`src/common/lock_cmd_pkg.sv`:
```
package lock_cmd_pkg;

   // Command opcodes, one byte each.
   localparam logic [7:0] OP_WRITE_ENABLE = 8'h06;
   localparam logic [7:0] OP_BLOCK_LOCK = 8'h36;
   localparam logic [7:0] OP_BLOCK_UNLOCK = 8'h39;
   localparam logic [7:0] OP_LOCK_STATUS = 8'h3d;
   localparam logic [7:0] OP_UNIQUE_ID = 8'h4b;
   localparam logic [7:0] OP_PARAM_TABLE = 8'h5a;
   localparam logic [7:0] OP_RESET_ARM = 8'h66;
   localparam logic [7:0] OP_CHIP_LOCK = 8'h7e;
   localparam logic [7:0] OP_CHIP_UNLOCK = 8'h98;
   localparam logic [7:0] OP_RESET_FIRE = 8'h99;
   localparam logic [7:0] OP_NOP = 8'h00;

   // Array geometry of a 16-Mbit part.
   localparam int ADDR_W = 21;
   localparam int BLOCK_HI = 20;
   localparam int BLOCK_LO = 16;
   localparam int SECTOR_HI = 15;
   localparam int SECTOR_LO = 12;
   localparam int NUM_BLOCKS = 32;
   localparam int SECTORS_PER_BLOCK = 16;
   localparam int BLOCK_IDX_W = 5;
   localparam int SECTOR_IDX_W = 4;
   localparam logic [4:0] EDGE_BLOCK_LOW = 5'h00;
   localparam logic [4:0] EDGE_BLOCK_HIGH = 5'h1f;
   localparam logic LOCK_RESET_VAL = 1'b1;

   // Frame byte positions: command bytes expected and first data-out byte.
   localparam logic [3:0] CHIP_CMD_BYTES = 4'h1;
   localparam logic [3:0] BLOCK_CMD_BYTES = 4'h4;
   localparam logic [3:0] STATUS_DATA_BYTE = 4'h4;
   localparam logic [3:0] UID_DATA_BYTE = 4'h5;
   localparam logic [3:0] TABLE_DATA_BYTE = 4'h5;
   localparam logic [3:0] NO_DATA_BYTE = 4'hf;
   localparam logic [3:0] BYTE_CNT_MAX = 4'hf;

   // Data-line drive patterns; low enables the driver.
   localparam logic [3:0] OE_N_IDLE = 4'hf;
   localparam logic [3:0] OE_N_SINGLE = 4'hd;
   localparam logic [3:0] OE_N_QUAD = 4'h0;
   localparam logic [6:0] STATUS_PAD = 7'h00;
   localparam logic [7:0] TABLE_BLANK = 8'hff;

   // Timing.
   localparam int CLK_PERIOD_NS = 25;
   localparam int RESET_LOW_MIN_US = 10;
   localparam int RESET_LOW_MIN_CYCLES =
      (RESET_LOW_MIN_US * 1000 + CLK_PERIOD_NS - 1) / CLK_PERIOD_NS;

endpackage : lock_cmd_pkg

```
`src/common/lock_mem_if.sv`:
```
`timescale 1ns/100ps
interface lock_mem_if;
   logic wr_en;
   logic [lock_cmd_pkg::BLOCK_IDX_W-1:0] wr_idx;
   logic [lock_cmd_pkg::SECTORS_PER_BLOCK-1:0] wr_mask;
   logic wr_val;
   logic fill_en;
   logic fill_val;
   logic [lock_cmd_pkg::BLOCK_IDX_W-1:0] rd_a_idx;
   logic [lock_cmd_pkg::BLOCK_IDX_W-1:0] rd_b_idx;
   logic [lock_cmd_pkg::SECTORS_PER_BLOCK-1:0] rd_a_data;
   logic [lock_cmd_pkg::SECTORS_PER_BLOCK-1:0] rd_b_data;

   modport ctrl (output wr_en, wr_idx, wr_mask, wr_val, fill_en, fill_val, rd_a_idx,
                 rd_b_idx, input rd_a_data, rd_b_data);
   modport store (input wr_en, wr_idx, wr_mask, wr_val, fill_en, fill_val, rd_a_idx,
                  rd_b_idx, output rd_a_data, rd_b_data);
endinterface : lock_mem_if

```
`src/rtl/lock_store.sv`:
```
`timescale 1ns/100ps
module lock_store #(
   parameter int DEPTH = lock_cmd_pkg::NUM_BLOCKS,
   parameter int WIDTH = lock_cmd_pkg::SECTORS_PER_BLOCK
) (
   input wire logic clk,
   input wire logic reset,
   lock_mem_if.store m
);

   initial begin
      if (DEPTH != lock_cmd_pkg::NUM_BLOCKS || WIDTH != lock_cmd_pkg::SECTORS_PER_BLOCK) begin
         $error("lock_store geometry must match the lock memory interface.");
      end
   end

   logic [WIDTH-1:0] word_q [DEPTH];

   // A fill beats a single write so a reset never leaves a stray unlocked word.
   always_ff @(posedge clk or posedge reset) begin
      if (reset) begin
         for (int i = 0; i < DEPTH; i++) begin
            word_q[i] <= {WIDTH{lock_cmd_pkg::LOCK_RESET_VAL}};
         end
      end else if (m.fill_en) begin
         for (int i = 0; i < DEPTH; i++) begin
            word_q[i] <= {WIDTH{m.fill_val}};
         end
      end else if (m.wr_en) begin
         word_q[m.wr_idx] <= (word_q[m.wr_idx] & ~m.wr_mask) | (m.wr_mask & {WIDTH{m.wr_val}});
      end
   end

   // Registered read ports; data lags the index by one clock.
   always_ff @(posedge clk or posedge reset) begin
      if (reset) begin
         m.rd_a_data <= {WIDTH{lock_cmd_pkg::LOCK_RESET_VAL}};
         m.rd_b_data <= {WIDTH{lock_cmd_pkg::LOCK_RESET_VAL}};
      end else begin
         m.rd_a_data <= word_q[m.rd_a_idx];
         m.rd_b_data <= word_q[m.rd_b_idx];
      end
   end
endmodule : lock_store

```
`src/rtl/flash_lock_cmd.sv`:
```
`timescale 1ns/100ps
module flash_lock_cmd #(
   // The default identifier value is arbitrary; each part gets its own.
   parameter logic [127:0] UNIQUE_ID = 128'h0123_4567_89ab_cdef_fedc_ba98_7654_3210
) (
   input wire logic clk,
   input wire logic reset,
   input wire logic sel_n_pin,
   input wire logic sclk_pin,
   input wire logic [3:0] sio_in,
   input wire logic reset_n_pin,
   output logic [3:0] sio_out,
   output logic [3:0] sio_oe_n,
   input wire logic four_line_command_mode,
   input wire logic protect_scheme_select,
   input wire logic complement_protect_bit,
   input wire logic [4:0] block_protect_bits,
   input wire logic busy_flag,
   input wire logic pe_req,
   input wire logic [lock_cmd_pkg::ADDR_W-1:0] pe_addr,
   output logic pe_ack,
   output logic pe_ok,
   output logic write_latch_bit,
   output logic soft_reset,
   output logic op_abort
);

   localparam int PIN_CNT_W = $clog2(lock_cmd_pkg::RESET_LOW_MIN_CYCLES + 1);
   localparam logic [PIN_CNT_W-1:0] PIN_CNT_LAST =
      PIN_CNT_W'(lock_cmd_pkg::RESET_LOW_MIN_CYCLES - 1);

   initial begin
      if (lock_cmd_pkg::RESET_LOW_MIN_CYCLES < 2) begin
         $error("Reset pin low time must span at least two clocks.");
      end
   end

   // Gives the first data-out byte of a read command, or none.
   function automatic logic [3:0] data_start(input logic [7:0] op);
      case (op)
         lock_cmd_pkg::OP_LOCK_STATUS: data_start = lock_cmd_pkg::STATUS_DATA_BYTE;
         lock_cmd_pkg::OP_UNIQUE_ID: data_start = lock_cmd_pkg::UID_DATA_BYTE;
         lock_cmd_pkg::OP_PARAM_TABLE: data_start = lock_cmd_pkg::TABLE_DATA_BYTE;
         default: data_start = lock_cmd_pkg::NO_DATA_BYTE;
      endcase
   endfunction : data_start

   // Only the outer blocks are sector-granular; the rest lock whole.
   function automatic logic [15:0] lock_mask(input logic [23:0] a);
      if (a[lock_cmd_pkg::BLOCK_HI:lock_cmd_pkg::BLOCK_LO] == lock_cmd_pkg::EDGE_BLOCK_LOW ||
          a[lock_cmd_pkg::BLOCK_HI:lock_cmd_pkg::BLOCK_LO] == lock_cmd_pkg::EDGE_BLOCK_HIGH) begin
         lock_mask = 16'h0001 << a[lock_cmd_pkg::SECTOR_HI:lock_cmd_pkg::SECTOR_LO];
      end else begin
         lock_mask = 16'hffff;
      end
   endfunction : lock_mask

   // Top-down protected range: 2^(bp-1) blocks, whole array from 6 up; complement inverts.
   function automatic logic bp_protects(input logic cmp, input logic [4:0] bp,
                                        input logic [4:0] blk);
      logic [5:0] count;
      count = 6'h00;
      if (bp > 5'h05) begin
         count = 6'h20;
      end else if (bp != 5'h00) begin
         count = 6'h01 << (bp - 5'h01);
      end
      bp_protects = cmp ^ ({1'b0, blk} >= (6'h20 - count));
   endfunction : bp_protects

   // Table header bytes; the rest of the table reads blank.
   function automatic logic [7:0] table_byte(input logic [7:0] a);
      case (a)
         8'h00: table_byte = 8'h53;
         8'h01: table_byte = 8'h46;
         8'h02: table_byte = 8'h44;
         8'h03: table_byte = 8'h50;
         8'h04: table_byte = 8'h00;
         8'h05: table_byte = 8'h01;
         8'h06: table_byte = 8'h01;
         default: table_byte = lock_cmd_pkg::TABLE_BLANK;
      endcase
   endfunction : table_byte

   lock_mem_if m ();

   lock_store #(
      .DEPTH(lock_cmd_pkg::NUM_BLOCKS),
      .WIDTH(lock_cmd_pkg::SECTORS_PER_BLOCK)
   ) u_store (
      .clk(clk),
      .reset(reset),
      .m(m.store)
   );

   // Pins are asynchronous to clk; meta_q is read only by sync_q.
   logic [6:0] meta_q;
   logic [6:0] sync_q;
   logic sel_prev_q;
   logic sclk_prev_q;
   always_ff @(posedge clk or posedge reset) begin
      if (reset) begin
         meta_q <= 7'h60;
         sync_q <= 7'h60;
         sel_prev_q <= 1'b1;
         sclk_prev_q <= 1'b0;
      end else begin
         meta_q <= {reset_n_pin, sel_n_pin, sclk_pin, sio_in};
         sync_q <= meta_q;
         sel_prev_q <= sync_q[5];
         sclk_prev_q <= sync_q[4];
      end
   end

   logic pin_s;
   logic frame;
   logic sck_rise;
   logic sck_fall;
   logic frame_end;
   assign pin_s = sync_q[6];
   assign frame = !sync_q[5] && pin_s;
   assign sck_rise = sync_q[4] && !sclk_prev_q;
   assign sck_fall = !sync_q[4] && sclk_prev_q;

   logic wipe_q;
   logic [2:0] bit_cnt_q;
   logic [3:0] byte_cnt_q;
   logic [7:0] in_sh_q;
   logic [7:0] cmd_q;
   logic [23:0] addr_q;
   logic [7:0] in_byte;
   logic [3:0] bit_sum;
   logic [3:0] step;
   assign frame_end = sync_q[5] && !sel_prev_q && pin_s && !wipe_q;
   assign step = four_line_command_mode ? 4'h4 : 4'h1;
   assign bit_sum = {1'b0, bit_cnt_q} + step;
   assign in_byte = four_line_command_mode ? {in_sh_q[3:0], sync_q[3:0]}
                                           : {in_sh_q[6:0], sync_q[0]};

   // Input shifter: one or four bits per rising serial clock edge.
   always_ff @(posedge clk or posedge reset) begin
      if (reset) begin
         bit_cnt_q <= 3'h0;
         byte_cnt_q <= 4'h0;
         in_sh_q <= 8'h00;
         cmd_q <= lock_cmd_pkg::OP_NOP;
         addr_q <= 24'h000000;
      end else if (wipe_q || !frame) begin
         bit_cnt_q <= 3'h0;
         byte_cnt_q <= 4'h0;
      end else if (sck_rise) begin
         bit_cnt_q <= bit_sum[2:0];
         in_sh_q <= in_byte;
         if (bit_sum[3]) begin
            if (byte_cnt_q != lock_cmd_pkg::BYTE_CNT_MAX) begin
               byte_cnt_q <= 4'(byte_cnt_q + 4'h1);
            end
            if (byte_cnt_q == 4'h0) begin
               cmd_q <= in_byte;
            end else if (byte_cnt_q < 4'h4) begin
               addr_q <= {addr_q[15:0], in_byte};
            end
         end
      end
   end

   // Frame-end decode: lock commands need the latch and a whole number of bytes.
   logic boundary;
   logic block_go;
   logic chip_go;
   logic fire_go;
   logic wel_q;
   logic arm_q;
   assign boundary = bit_cnt_q == 3'h0;
   assign block_go = frame_end && boundary && wel_q &&
      byte_cnt_q == lock_cmd_pkg::BLOCK_CMD_BYTES &&
      (cmd_q == lock_cmd_pkg::OP_BLOCK_LOCK || cmd_q == lock_cmd_pkg::OP_BLOCK_UNLOCK);
   assign chip_go = frame_end && boundary && wel_q &&
      byte_cnt_q == lock_cmd_pkg::CHIP_CMD_BYTES &&
      (cmd_q == lock_cmd_pkg::OP_CHIP_LOCK || cmd_q == lock_cmd_pkg::OP_CHIP_UNLOCK);
   assign fire_go = frame_end && boundary && arm_q &&
      byte_cnt_q == lock_cmd_pkg::CHIP_CMD_BYTES && cmd_q == lock_cmd_pkg::OP_RESET_FIRE;

   // Lock memory control; a wipe fills locked and outranks everything else.
   assign m.wr_en = block_go;
   assign m.wr_idx = addr_q[lock_cmd_pkg::BLOCK_HI:lock_cmd_pkg::BLOCK_LO];
   assign m.wr_mask = lock_mask(addr_q);
   assign m.wr_val = cmd_q == lock_cmd_pkg::OP_BLOCK_LOCK;
   assign m.fill_en = chip_go || wipe_q;
   assign m.fill_val = wipe_q || cmd_q == lock_cmd_pkg::OP_CHIP_LOCK;
   assign m.rd_a_idx = addr_q[lock_cmd_pkg::BLOCK_HI:lock_cmd_pkg::BLOCK_LO];
   assign m.rd_b_idx = pe_addr[lock_cmd_pkg::BLOCK_HI:lock_cmd_pkg::BLOCK_LO];

   // Write latch: set by write enable, spent by any executed lock command.
   always_ff @(posedge clk or posedge reset) begin
      if (reset) begin
         wel_q <= 1'b0;
      end else if (wipe_q || block_go || chip_go) begin
         wel_q <= 1'b0;
      end else if (frame_end && boundary && byte_cnt_q == lock_cmd_pkg::CHIP_CMD_BYTES &&
                   cmd_q == lock_cmd_pkg::OP_WRITE_ENABLE) begin
         wel_q <= 1'b1;
      end
   end

   // Reset arm survives only until the next command, a no-operation included.
   always_ff @(posedge clk or posedge reset) begin
      if (reset) begin
         arm_q <= 1'b0;
      end else if (wipe_q) begin
         arm_q <= 1'b0;
      end else if (frame_end && byte_cnt_q != 4'h0) begin
         arm_q <= boundary && byte_cnt_q == lock_cmd_pkg::CHIP_CMD_BYTES &&
                  cmd_q == lock_cmd_pkg::OP_RESET_ARM;
      end
   end

   // Reset pin must stay low a full minimum time before it counts.
   logic [PIN_CNT_W-1:0] pin_cnt_q;
   logic pin_hit;
   assign pin_hit = !pin_s && pin_cnt_q == PIN_CNT_LAST;
   always_ff @(posedge clk or posedge reset) begin
      if (reset) begin
         pin_cnt_q <= '0;
      end else if (pin_s) begin
         pin_cnt_q <= '0;
      end else if (pin_cnt_q != PIN_CNT_W'(lock_cmd_pkg::RESET_LOW_MIN_CYCLES)) begin
         pin_cnt_q <= PIN_CNT_W'(pin_cnt_q + 1'b1);
      end
   end

   // One wipe pulse for either reset source; busy work is told to abort.
   logic abort_q;
   always_ff @(posedge clk or posedge reset) begin
      if (reset) begin
         wipe_q <= 1'b0;
         abort_q <= 1'b0;
      end else begin
         wipe_q <= fire_go || pin_hit;
         abort_q <= (fire_go || pin_hit) && busy_flag;
      end
   end

   // Output shifter works on falling edges so data is stable at the host's rising edge.
   logic [3:0] out_start;
   logic out_phase;
   logic [2:0] out_cnt_q;
   logic [3:0] out_idx_q;
   logic [7:0] out_sh_q;
   logic [7:0] next_byte;
   logic [3:0] out_sum;
   logic [3:0] sio_out_q;
   logic [3:0] sio_oe_n_q;
   logic [7:0] cur;
   assign out_start = data_start(cmd_q);
   assign out_phase = frame && out_start != lock_cmd_pkg::NO_DATA_BYTE &&
                      byte_cnt_q >= out_start;
   assign out_sum = {1'b0, out_cnt_q} + step;
   always_comb begin
      case (cmd_q)
         lock_cmd_pkg::OP_LOCK_STATUS:
            next_byte = {lock_cmd_pkg::STATUS_PAD,
                         m.rd_a_data[addr_q[lock_cmd_pkg::SECTOR_HI:lock_cmd_pkg::SECTOR_LO]]};
         lock_cmd_pkg::OP_UNIQUE_ID:
            next_byte = UNIQUE_ID[{~out_idx_q, 3'h7} -: 8];
         default:
            next_byte = table_byte(8'(addr_q[7:0] + {4'h0, out_idx_q}));
      endcase
   end
   assign cur = (out_cnt_q == 3'h0) ? next_byte : out_sh_q;

   always_ff @(posedge clk or posedge reset) begin
      if (reset) begin
         out_cnt_q <= 3'h0;
         out_idx_q <= 4'h0;
         out_sh_q <= 8'h00;
         sio_out_q <= 4'h0;
         sio_oe_n_q <= lock_cmd_pkg::OE_N_IDLE;
      end else if (wipe_q || !out_phase) begin
         out_cnt_q <= 3'h0;
         out_idx_q <= 4'h0;
         sio_oe_n_q <= lock_cmd_pkg::OE_N_IDLE;
      end else if (sck_fall) begin
         out_cnt_q <= out_sum[2:0];
         if (out_cnt_q == 3'h0) begin
            out_idx_q <= 4'(out_idx_q + 4'h1);
         end
         if (four_line_command_mode) begin
            sio_out_q <= cur[7:4];
            out_sh_q <= {cur[3:0], 4'h0};
            sio_oe_n_q <= lock_cmd_pkg::OE_N_QUAD;
         end else begin
            sio_out_q <= {2'b00, cur[7], 1'b0};
            out_sh_q <= {cur[6:0], 1'b0};
            sio_oe_n_q <= lock_cmd_pkg::OE_N_SINGLE;
         end
      end
   end

   // Program/erase gate: lock bit read one clock after the request.
   logic pe_stage_q;
   logic [3:0] pe_sector_q;
   logic [4:0] pe_block_q;
   logic pe_ack_q;
   logic pe_ok_q;
   always_ff @(posedge clk or posedge reset) begin
      if (reset) begin
         pe_stage_q <= 1'b0;
         pe_sector_q <= 4'h0;
         pe_block_q <= 5'h00;
         pe_ack_q <= 1'b0;
         pe_ok_q <= 1'b0;
      end else begin
         pe_stage_q <= pe_req;
         pe_ack_q <= pe_stage_q;
         if (pe_req) begin
            pe_sector_q <= pe_addr[lock_cmd_pkg::SECTOR_HI:lock_cmd_pkg::SECTOR_LO];
            pe_block_q <= pe_addr[lock_cmd_pkg::BLOCK_HI:lock_cmd_pkg::BLOCK_LO];
         end
         if (pe_stage_q) begin
            pe_ok_q <= protect_scheme_select ? !m.rd_b_data[pe_sector_q]
                       : !bp_protects(complement_protect_bit, block_protect_bits,
                                      pe_block_q);
         end
      end
   end

   assign sio_out = sio_out_q;
   assign sio_oe_n = sio_oe_n_q;
   assign pe_ack = pe_ack_q;
   assign pe_ok = pe_ok_q;
   assign write_latch_bit = wel_q;
   assign soft_reset = wipe_q;
   assign op_abort = abort_q;
endmodule : flash_lock_cmd

```
`config.mk`:
```
export PLATFORM = sky130hd
export DESIGN_NAME = flash_lock_cmd
export DESIGN_NICKNAME = d
export VERILOG_FILES = /design/src/common/lock_cmd_pkg.sv /design/src/common/lock_mem_if.sv /design/src/rtl/lock_store.sv /design/src/rtl/flash_lock_cmd.sv
export SDC_FILE = /design/constraint.sdc
export NUM_CORES = 2
export LEC_CHECK = 0
export BUFFER_PORTS_ARGS = -buffer_cell sky130_fd_sc_hd__buf_2
export CAP_MARGIN = 20
export CELL_PAD_IN_SITES_DETAIL_PLACEMENT = 2
export CELL_PAD_IN_SITES_GLOBAL_PLACEMENT = 2
export CORE_UTILIZATION = 41
export CTS_CLUSTER_DIAMETER = 80
export DETAILED_ROUTE_END_ITERATION = 8
export PLACE_DENSITY_LB_ADDON = 0.15
export RECOVER_POWER = 100
export SYNTH_ARGS = -nofsm -noshare
export SYNTH_HDL_FRONTEND = slang
export SYNTH_SLANG_ARGS = --single-unit
```
`constraint.sdc`:
```
create_clock -name clk -period 72.3 [get_ports clk]
set_input_delay 21.69 -clock clk [delete_from_list [all_inputs] [get_ports clk]]
set_output_delay 21.69 -clock clk [all_outputs]
set_load 0.005 [all_outputs]
```
Word level (Yosys, flattened, before mapping)
Cells that the tools add are included.
- flip-flop bits (word level): 651
- bits in latches: 0
- RAM bits: 0
- bits in read-only memories: 0
- output and inout port bits: 13
- memories: 0
- add/subtract/negate cells: 8
- multipliers: 0
- divide/modulo/power cells: 0
- magnitude comparators: 9
- equality and inequality tests: 23
- shift-type cells: 3
- mux-type cells: 48
- bitwise operators: 11
- reductions and logical operators: 69
- operators with widths (operator ; count):
    $mux W512 ; 2
    $bwmux W512 ; 1
    $bmux W16 S5 ; 2
    $shiftx A135 B8 Y8 const A ; 1
    $mux W16 ; 6
    $demux W16 S5 ; 1
    $pmux W8 S6 ; 1
    $mux W4 ; 11
    $and A16 B16 Y16 ; 2
    $eq A8 B3 Y1 const B ; 4
    $eq A8 B7 Y1 const B ; 4
    $logic_and A1 B1 Y1 ; 25
    $eq A8 B6 Y1 const B ; 3
    $mux W8 ; 3
    $mux W6 ; 3
    $mux W9 ; 2
    $reduce_bool A2 Y1 ; 9
    $eq A8 B2 Y1 const B ; 2
    $eq A8 B8 Y1 const B ; 2
    $not A16 Y16 ; 1
    $or A16 B16 Y16 ; 1
    $pmux W8 S2 ; 1
    $shl A1 B4 Y16 const A ; 1
    $mux W3 ; 5
    42 further kinds ; 78

Longest topological paths before layout
- depth after elaboration: 11
- mapped depth: 16
- depth with buffers taken out: 16

By module
From an unflattened synthesis, not the netlist that was laid out.
- cells, all modules: 2761
- area, all modules: 38767.2 um^2
- by module, submodules not included (module ; times used ; cells each ; area an instance (um^2) ; seq. area each (um^2)):
    lock_store ; 1 ; 2203 ; 32990.4 ; 14293.7
    flash_lock_cmd ; 1 ; 558 ; 5776.8 ; 2611.3

Least setup slack after synthesis
Ideal clock, no wire load.
- path type: input -> register
- start: input port block_protect_bits[0]
- end: register pe_ok_q (netlist: pe_ok)
- setup time: 0.095 ns
- arrival: 24.028 ns
- required time: 72.205 ns
- setup slack: 48.177 ns
- stages on the path: 15
- cell sequence: inv_1 -> ha_1 -> or3_1 -> nand2_1 -> nand2_1 -> or2_2 -> ha_1 -> inv_1 -> ha_1 -> a21boi_0 -> o21ai_0 -> a21oi_1 -> o22ai_1 -> xnor2_1 -> o31ai_1
- cells in the longest elaborated chain, start to end: 10
- elaborated cells between the ends (all ways): 12
- classes of those cells: add/sub (2); order compare (2); shift (1); mux (4); bitwise (1); reduce/logical (2)
- RTL lines (what ; RTL line ; text):
    from (decl) ; flash_lock_cmd.sv:17 ; input wire logic [4:0] block_protect_bits,
    $sub A5 B1 Y5 ; flash_lock_cmd.sv:66 ; count = 6'h01 << (bp - 5'h01);
    $shl A1 B5 Y6 ; flash_lock_cmd.sv:66 ;
    $mux W6 ; flash_lock_cmd.sv:65 ; end else if (bp != 5'h00) begin
    $mux W6 (*) ; flash_lock_cmd.sv:63 ; if (bp > 5'h05) begin
    $mux W6 (*) ; flash_lock_cmd.sv:320 ; if (pe_stage_q) begin
    $sub A6 B6 Y6 (*) ; flash_lock_cmd.sv:68 ; bp_protects = cmp ^ ({1'b0, blk} >= (6'h20 - count));
    $ge A5 B6 Y1 (*) ; flash_lock_cmd.sv:68 ;
    $xor A1 B1 Y1 (*) ; flash_lock_cmd.sv:68 ;
    $logic_not A1 Y1 (*) ; flash_lock_cmd.sv:322 ; : !bp_protects(complement_protect_bit, block_protect_bits,
    $mux W1 (*) ; flash_lock_cmd.sv:321 ; pe_ok_q <= protect_scheme_select ? !m.rd_b_data[pe_sector_q]
    to (signal assigned) ; flash_lock_cmd.sv:321 ;
    to (decl) ; flash_lock_cmd.sv:305 ; logic pe_ok_q;
Every way passes the cells marked *; elsewhere a longest branch is shown, timed or not. The select of a mux whose other input is x is not followed.
A chain may end at the register's enable or synchronous reset.

==> summary.txt <==
Yosys
  – Post-synth EDFFs: 0
  – Post-synth top cells: nor2_1 (1036), dfstp_2 (551), mux4_2 (297)
  – Seq cells post-synth: 648
  – Ys Warns: 0
  – Ys async rst share: 1.000
  – Ys flop type: dfstp_2
  – Most frequently used cell type in the post-synthesis netlist: nor2_1
  – Post-synthesis instance area: 33540 um^2
  – Sequential area share after synthesis: 0.5040
  – Cell taking the most area after synthesis: dfstp_2
  – Synthesized netlist cell count: 2856
  – Top post-synthesis cells by area: dfstp_2 (43%), mux4_2 (20%), nor2_1 (12%)
  – Top cell type's share of synthesized area: 0.4316
  – Syn Area/Cell: 11.74 um^2
  – Synth cell types: 82
  – Syn_nets: around 2900

Routing
  – Initial DRC Count: 1577
  – DRC: 0
  – DR vias/cell: 6.169
  – WL per Instance: between 30 and 40 um
  – Initial DRT Pass Iterations: 8
  – Drt total wl: ~120000 um
  – Routed vias: 24133
  – Routed Antenna Nets: 0

CTS
  – Hold bufs inserted after CTS: 0
  – Post-CTS Resized: 0
  – CTS Sinks: 648
  – CTS tree: yes
  – CTS buffer count: a little under 80
  – H-tree depth: 3
  – Reg clk slew, reported paths: 60 ps
  – Setup Buffers After CTS: 0
  – CTS root buf: clkbuf_16
  – Max clock buf depth: 3
  – Clk Latency, worst-skew pair: 640 ps

Status
  – Status: finished with violations
  – Failing checks: max-capacitance violations, max-slew violations

STA
  – Final worst path period share: 0.5118
  – Slew margin rel.: -5.117
  – Min Tclk post-route: 37000 ps
  – Actual slew at the worst max-slew pin: ~9200 ps
  – RSZ-0062 raised after global routing: no
  – Max Fclk: 27.03 MHz
  – Pins over their slew limit: 1387
  – # setup viols final: 0
  – Clock skew: around 19 ps
  – Setup TNS: 0 ps
  – Final hold vios: 0

Worst setup path
  – CP Data Arrival Time: approximately 38000 ps
  – CP Class: input pin to async pin
  – Worst setup EP type: async pin
  – Startpoint types: input pin
  – Critical Path RT: 73170 ps
  – Critical Path Fanout Max: 175
  – R2r setup slk: between 60000 and 70000 ps

Floorplanning
  – Die H: 288.0 um
  – Die ar.: 82960 um^2
  – Die width: 288.0 um
  – Initial Util: 0.4158
  – Placement Rows: 104
  – I/O pin total: 53
  – Core area: around 81000 um^2

Final layout
  – Ant diodes: 0
  – Final instance area: 36470 um^2
  – # nets final: 2855
  – Share of layout cells above drive strength 1: 0.3822
  – Syn-to-layout area delta: 8.717%

Run
  – # Max-Cap Violations: 35

Power and ir drop
  – Peak supply drop: about 0.000028 V
  – Pleak: 14.63 nW
  – Net Switching: 0.1838 mW
  – Power Dens Cells: 21.61 nW/um^2
  – Internal power: between 0.6 and 0.7 mW
  – Flop pwr share: 0.469
  – Comb power frac: 0.033
  – Sw frac: 0.2332
  – Clock share of power: 0.498

Placed design
  – Routability cong.: 0.9535
  – Post-DP HPWL: about 78000 um
  – # port buffers: 40
  – Post-placement cell area: 34160 um^2

Global route
  – GRT Overall Usage: 0.2983
  – GRT overflow: 0
  – Pin count of the biggest net entering global routing: ~180
  – First-pass GRT wire length: between 150000 and 200000 um
  – Initial antenna violation count: 6
  – Vias in the first global route: 26562

Hold path
  – Hold WC Path Type: flip-flop to flip-flop
through the flow:
stage / hold slack (ps) / setup WS [ps] / util / instances / power [mW]
6_report: 349.6 / 35300 / 0.4520 / 3912 / 0.7881
5_1_grt: 355.8 / 32590 / 0.4520 / 3912 / 0.8104
4_1_cts: 346.6 / 47970 / 0.4544 / 3911 / 0.7970
3_5_place_dp: 341.8 / 47310 / 0.4234 / 3768 / 0.4019
3_3_place_gp: 335.5 / 47350 / 0.4234 / 3768 / 0.4007
2_1_floorplan: 331.2 / 33370 / - / 2856 / 0.3915
layer usage:
layer	vias to the layer above	GRT usage	routed length, um
met5	-	0	42
met4	6	0.1358	6156
met2	689	0.4861	58680
li1	9973	-	-
met1	13225	0.3921	49260
met3	240	0.04746	6668
worst max-delay path, stage by stage:
cell and delay, ps:
buf_2 100, clkinvlp_2 2830, clkbuf_1 6580, clkbuf_1 6270
cells by family (layout without fill, tap and decap cells):
family	Yosys count	in the layout	share of synthesized area
and+or+nand+nor	1287	1287	0.1614
DFF	648	648	0.5040
muxes	363	363	0.2206
AOI/OAI and AO/OA	262	262	0.05692
buffers and inverters	246	242	0.04085
adders and majority gates	27	27	0.01030
xor gates and xnor gates	23	23	0.006006
area by class of cell:
class	count	area, um^2
Sequential cell	648	16910
Multi-Input combinational cell	1962	15190
Clock inverter	25	244.0
Inverter	18	68.82
Tap cell	1060	1326
Timing Repair Buffer	81	479.2
Clock buffer	118	2253
Fill cell	8038	44210
registers in the layout, summed over array words and instances (netlist names), 2 cells and up:
register and count:
sio_out 4, u_store.m.rd_b_data 16, pin_cnt_q 9, byte_cnt_q 4, u_store.word_q 512, pe_sector_q 4, cmd_q 8, sio_oe_n 2
addr_q 21, u_store.m.rd_a_data 16, meta_q 7, pe_block_q 5, bit_cnt_q 3, out_sh_q 7, out_idx_q 4, in_sh_q 7
sync_q 7, out_cnt_q 3
placed cells by master, fill, tap and decap left out, types with 49 or more instances in the layout:
cell,n
a22oi_1,66
clkbuf_1,50
clkbuf_16,79
dfrtp_1,96
dfstp_2,547
mux4_2,297
nand2_1,59
nand4_1,49
nor2_1,1036
o21ai_0,57
worst paths after layout:
path | cells past startpoint | endpoint | startpoint
worst max-delay path | 4 | u_store.word_q[175]$_DFFE_PP1P_ | reset
worst min-delay path | 0 | sync_q[1]$_DFF_PP0_ | meta_q[1]$_DFF_PP0_
worst max register to register | 8 | u_store.word_q[35]$_DFFE_PP1P_ | sync_q[6]$_DFF_PP1_
worst min register to register | 0 | sync_q[1]$_DFF_PP0_ | meta_q[1]$_DFF_PP0_
max in group clk | 5 | u_store.m.rd_b_data[3]$_DFF_PP1_ | pe_addr[16]
min in group asynchronous | 2 | u_store.word_q[351]$_DFFE_PP1P_ | reset
power by group through the flow:
stage          combinational (mW)  clock [mW]  sequential (mW)
2_1_floorplan              0.0182           0            0.373
3_3_place_gp               0.0257           0            0.375
3_5_place_dp               0.0267           0            0.375
4_1_cts                    0.0268       0.400            0.370
5_1_grt                    0.0288       0.412            0.370
6_report                   0.0259       0.393            0.370
(Power assumes the default switching activity.)
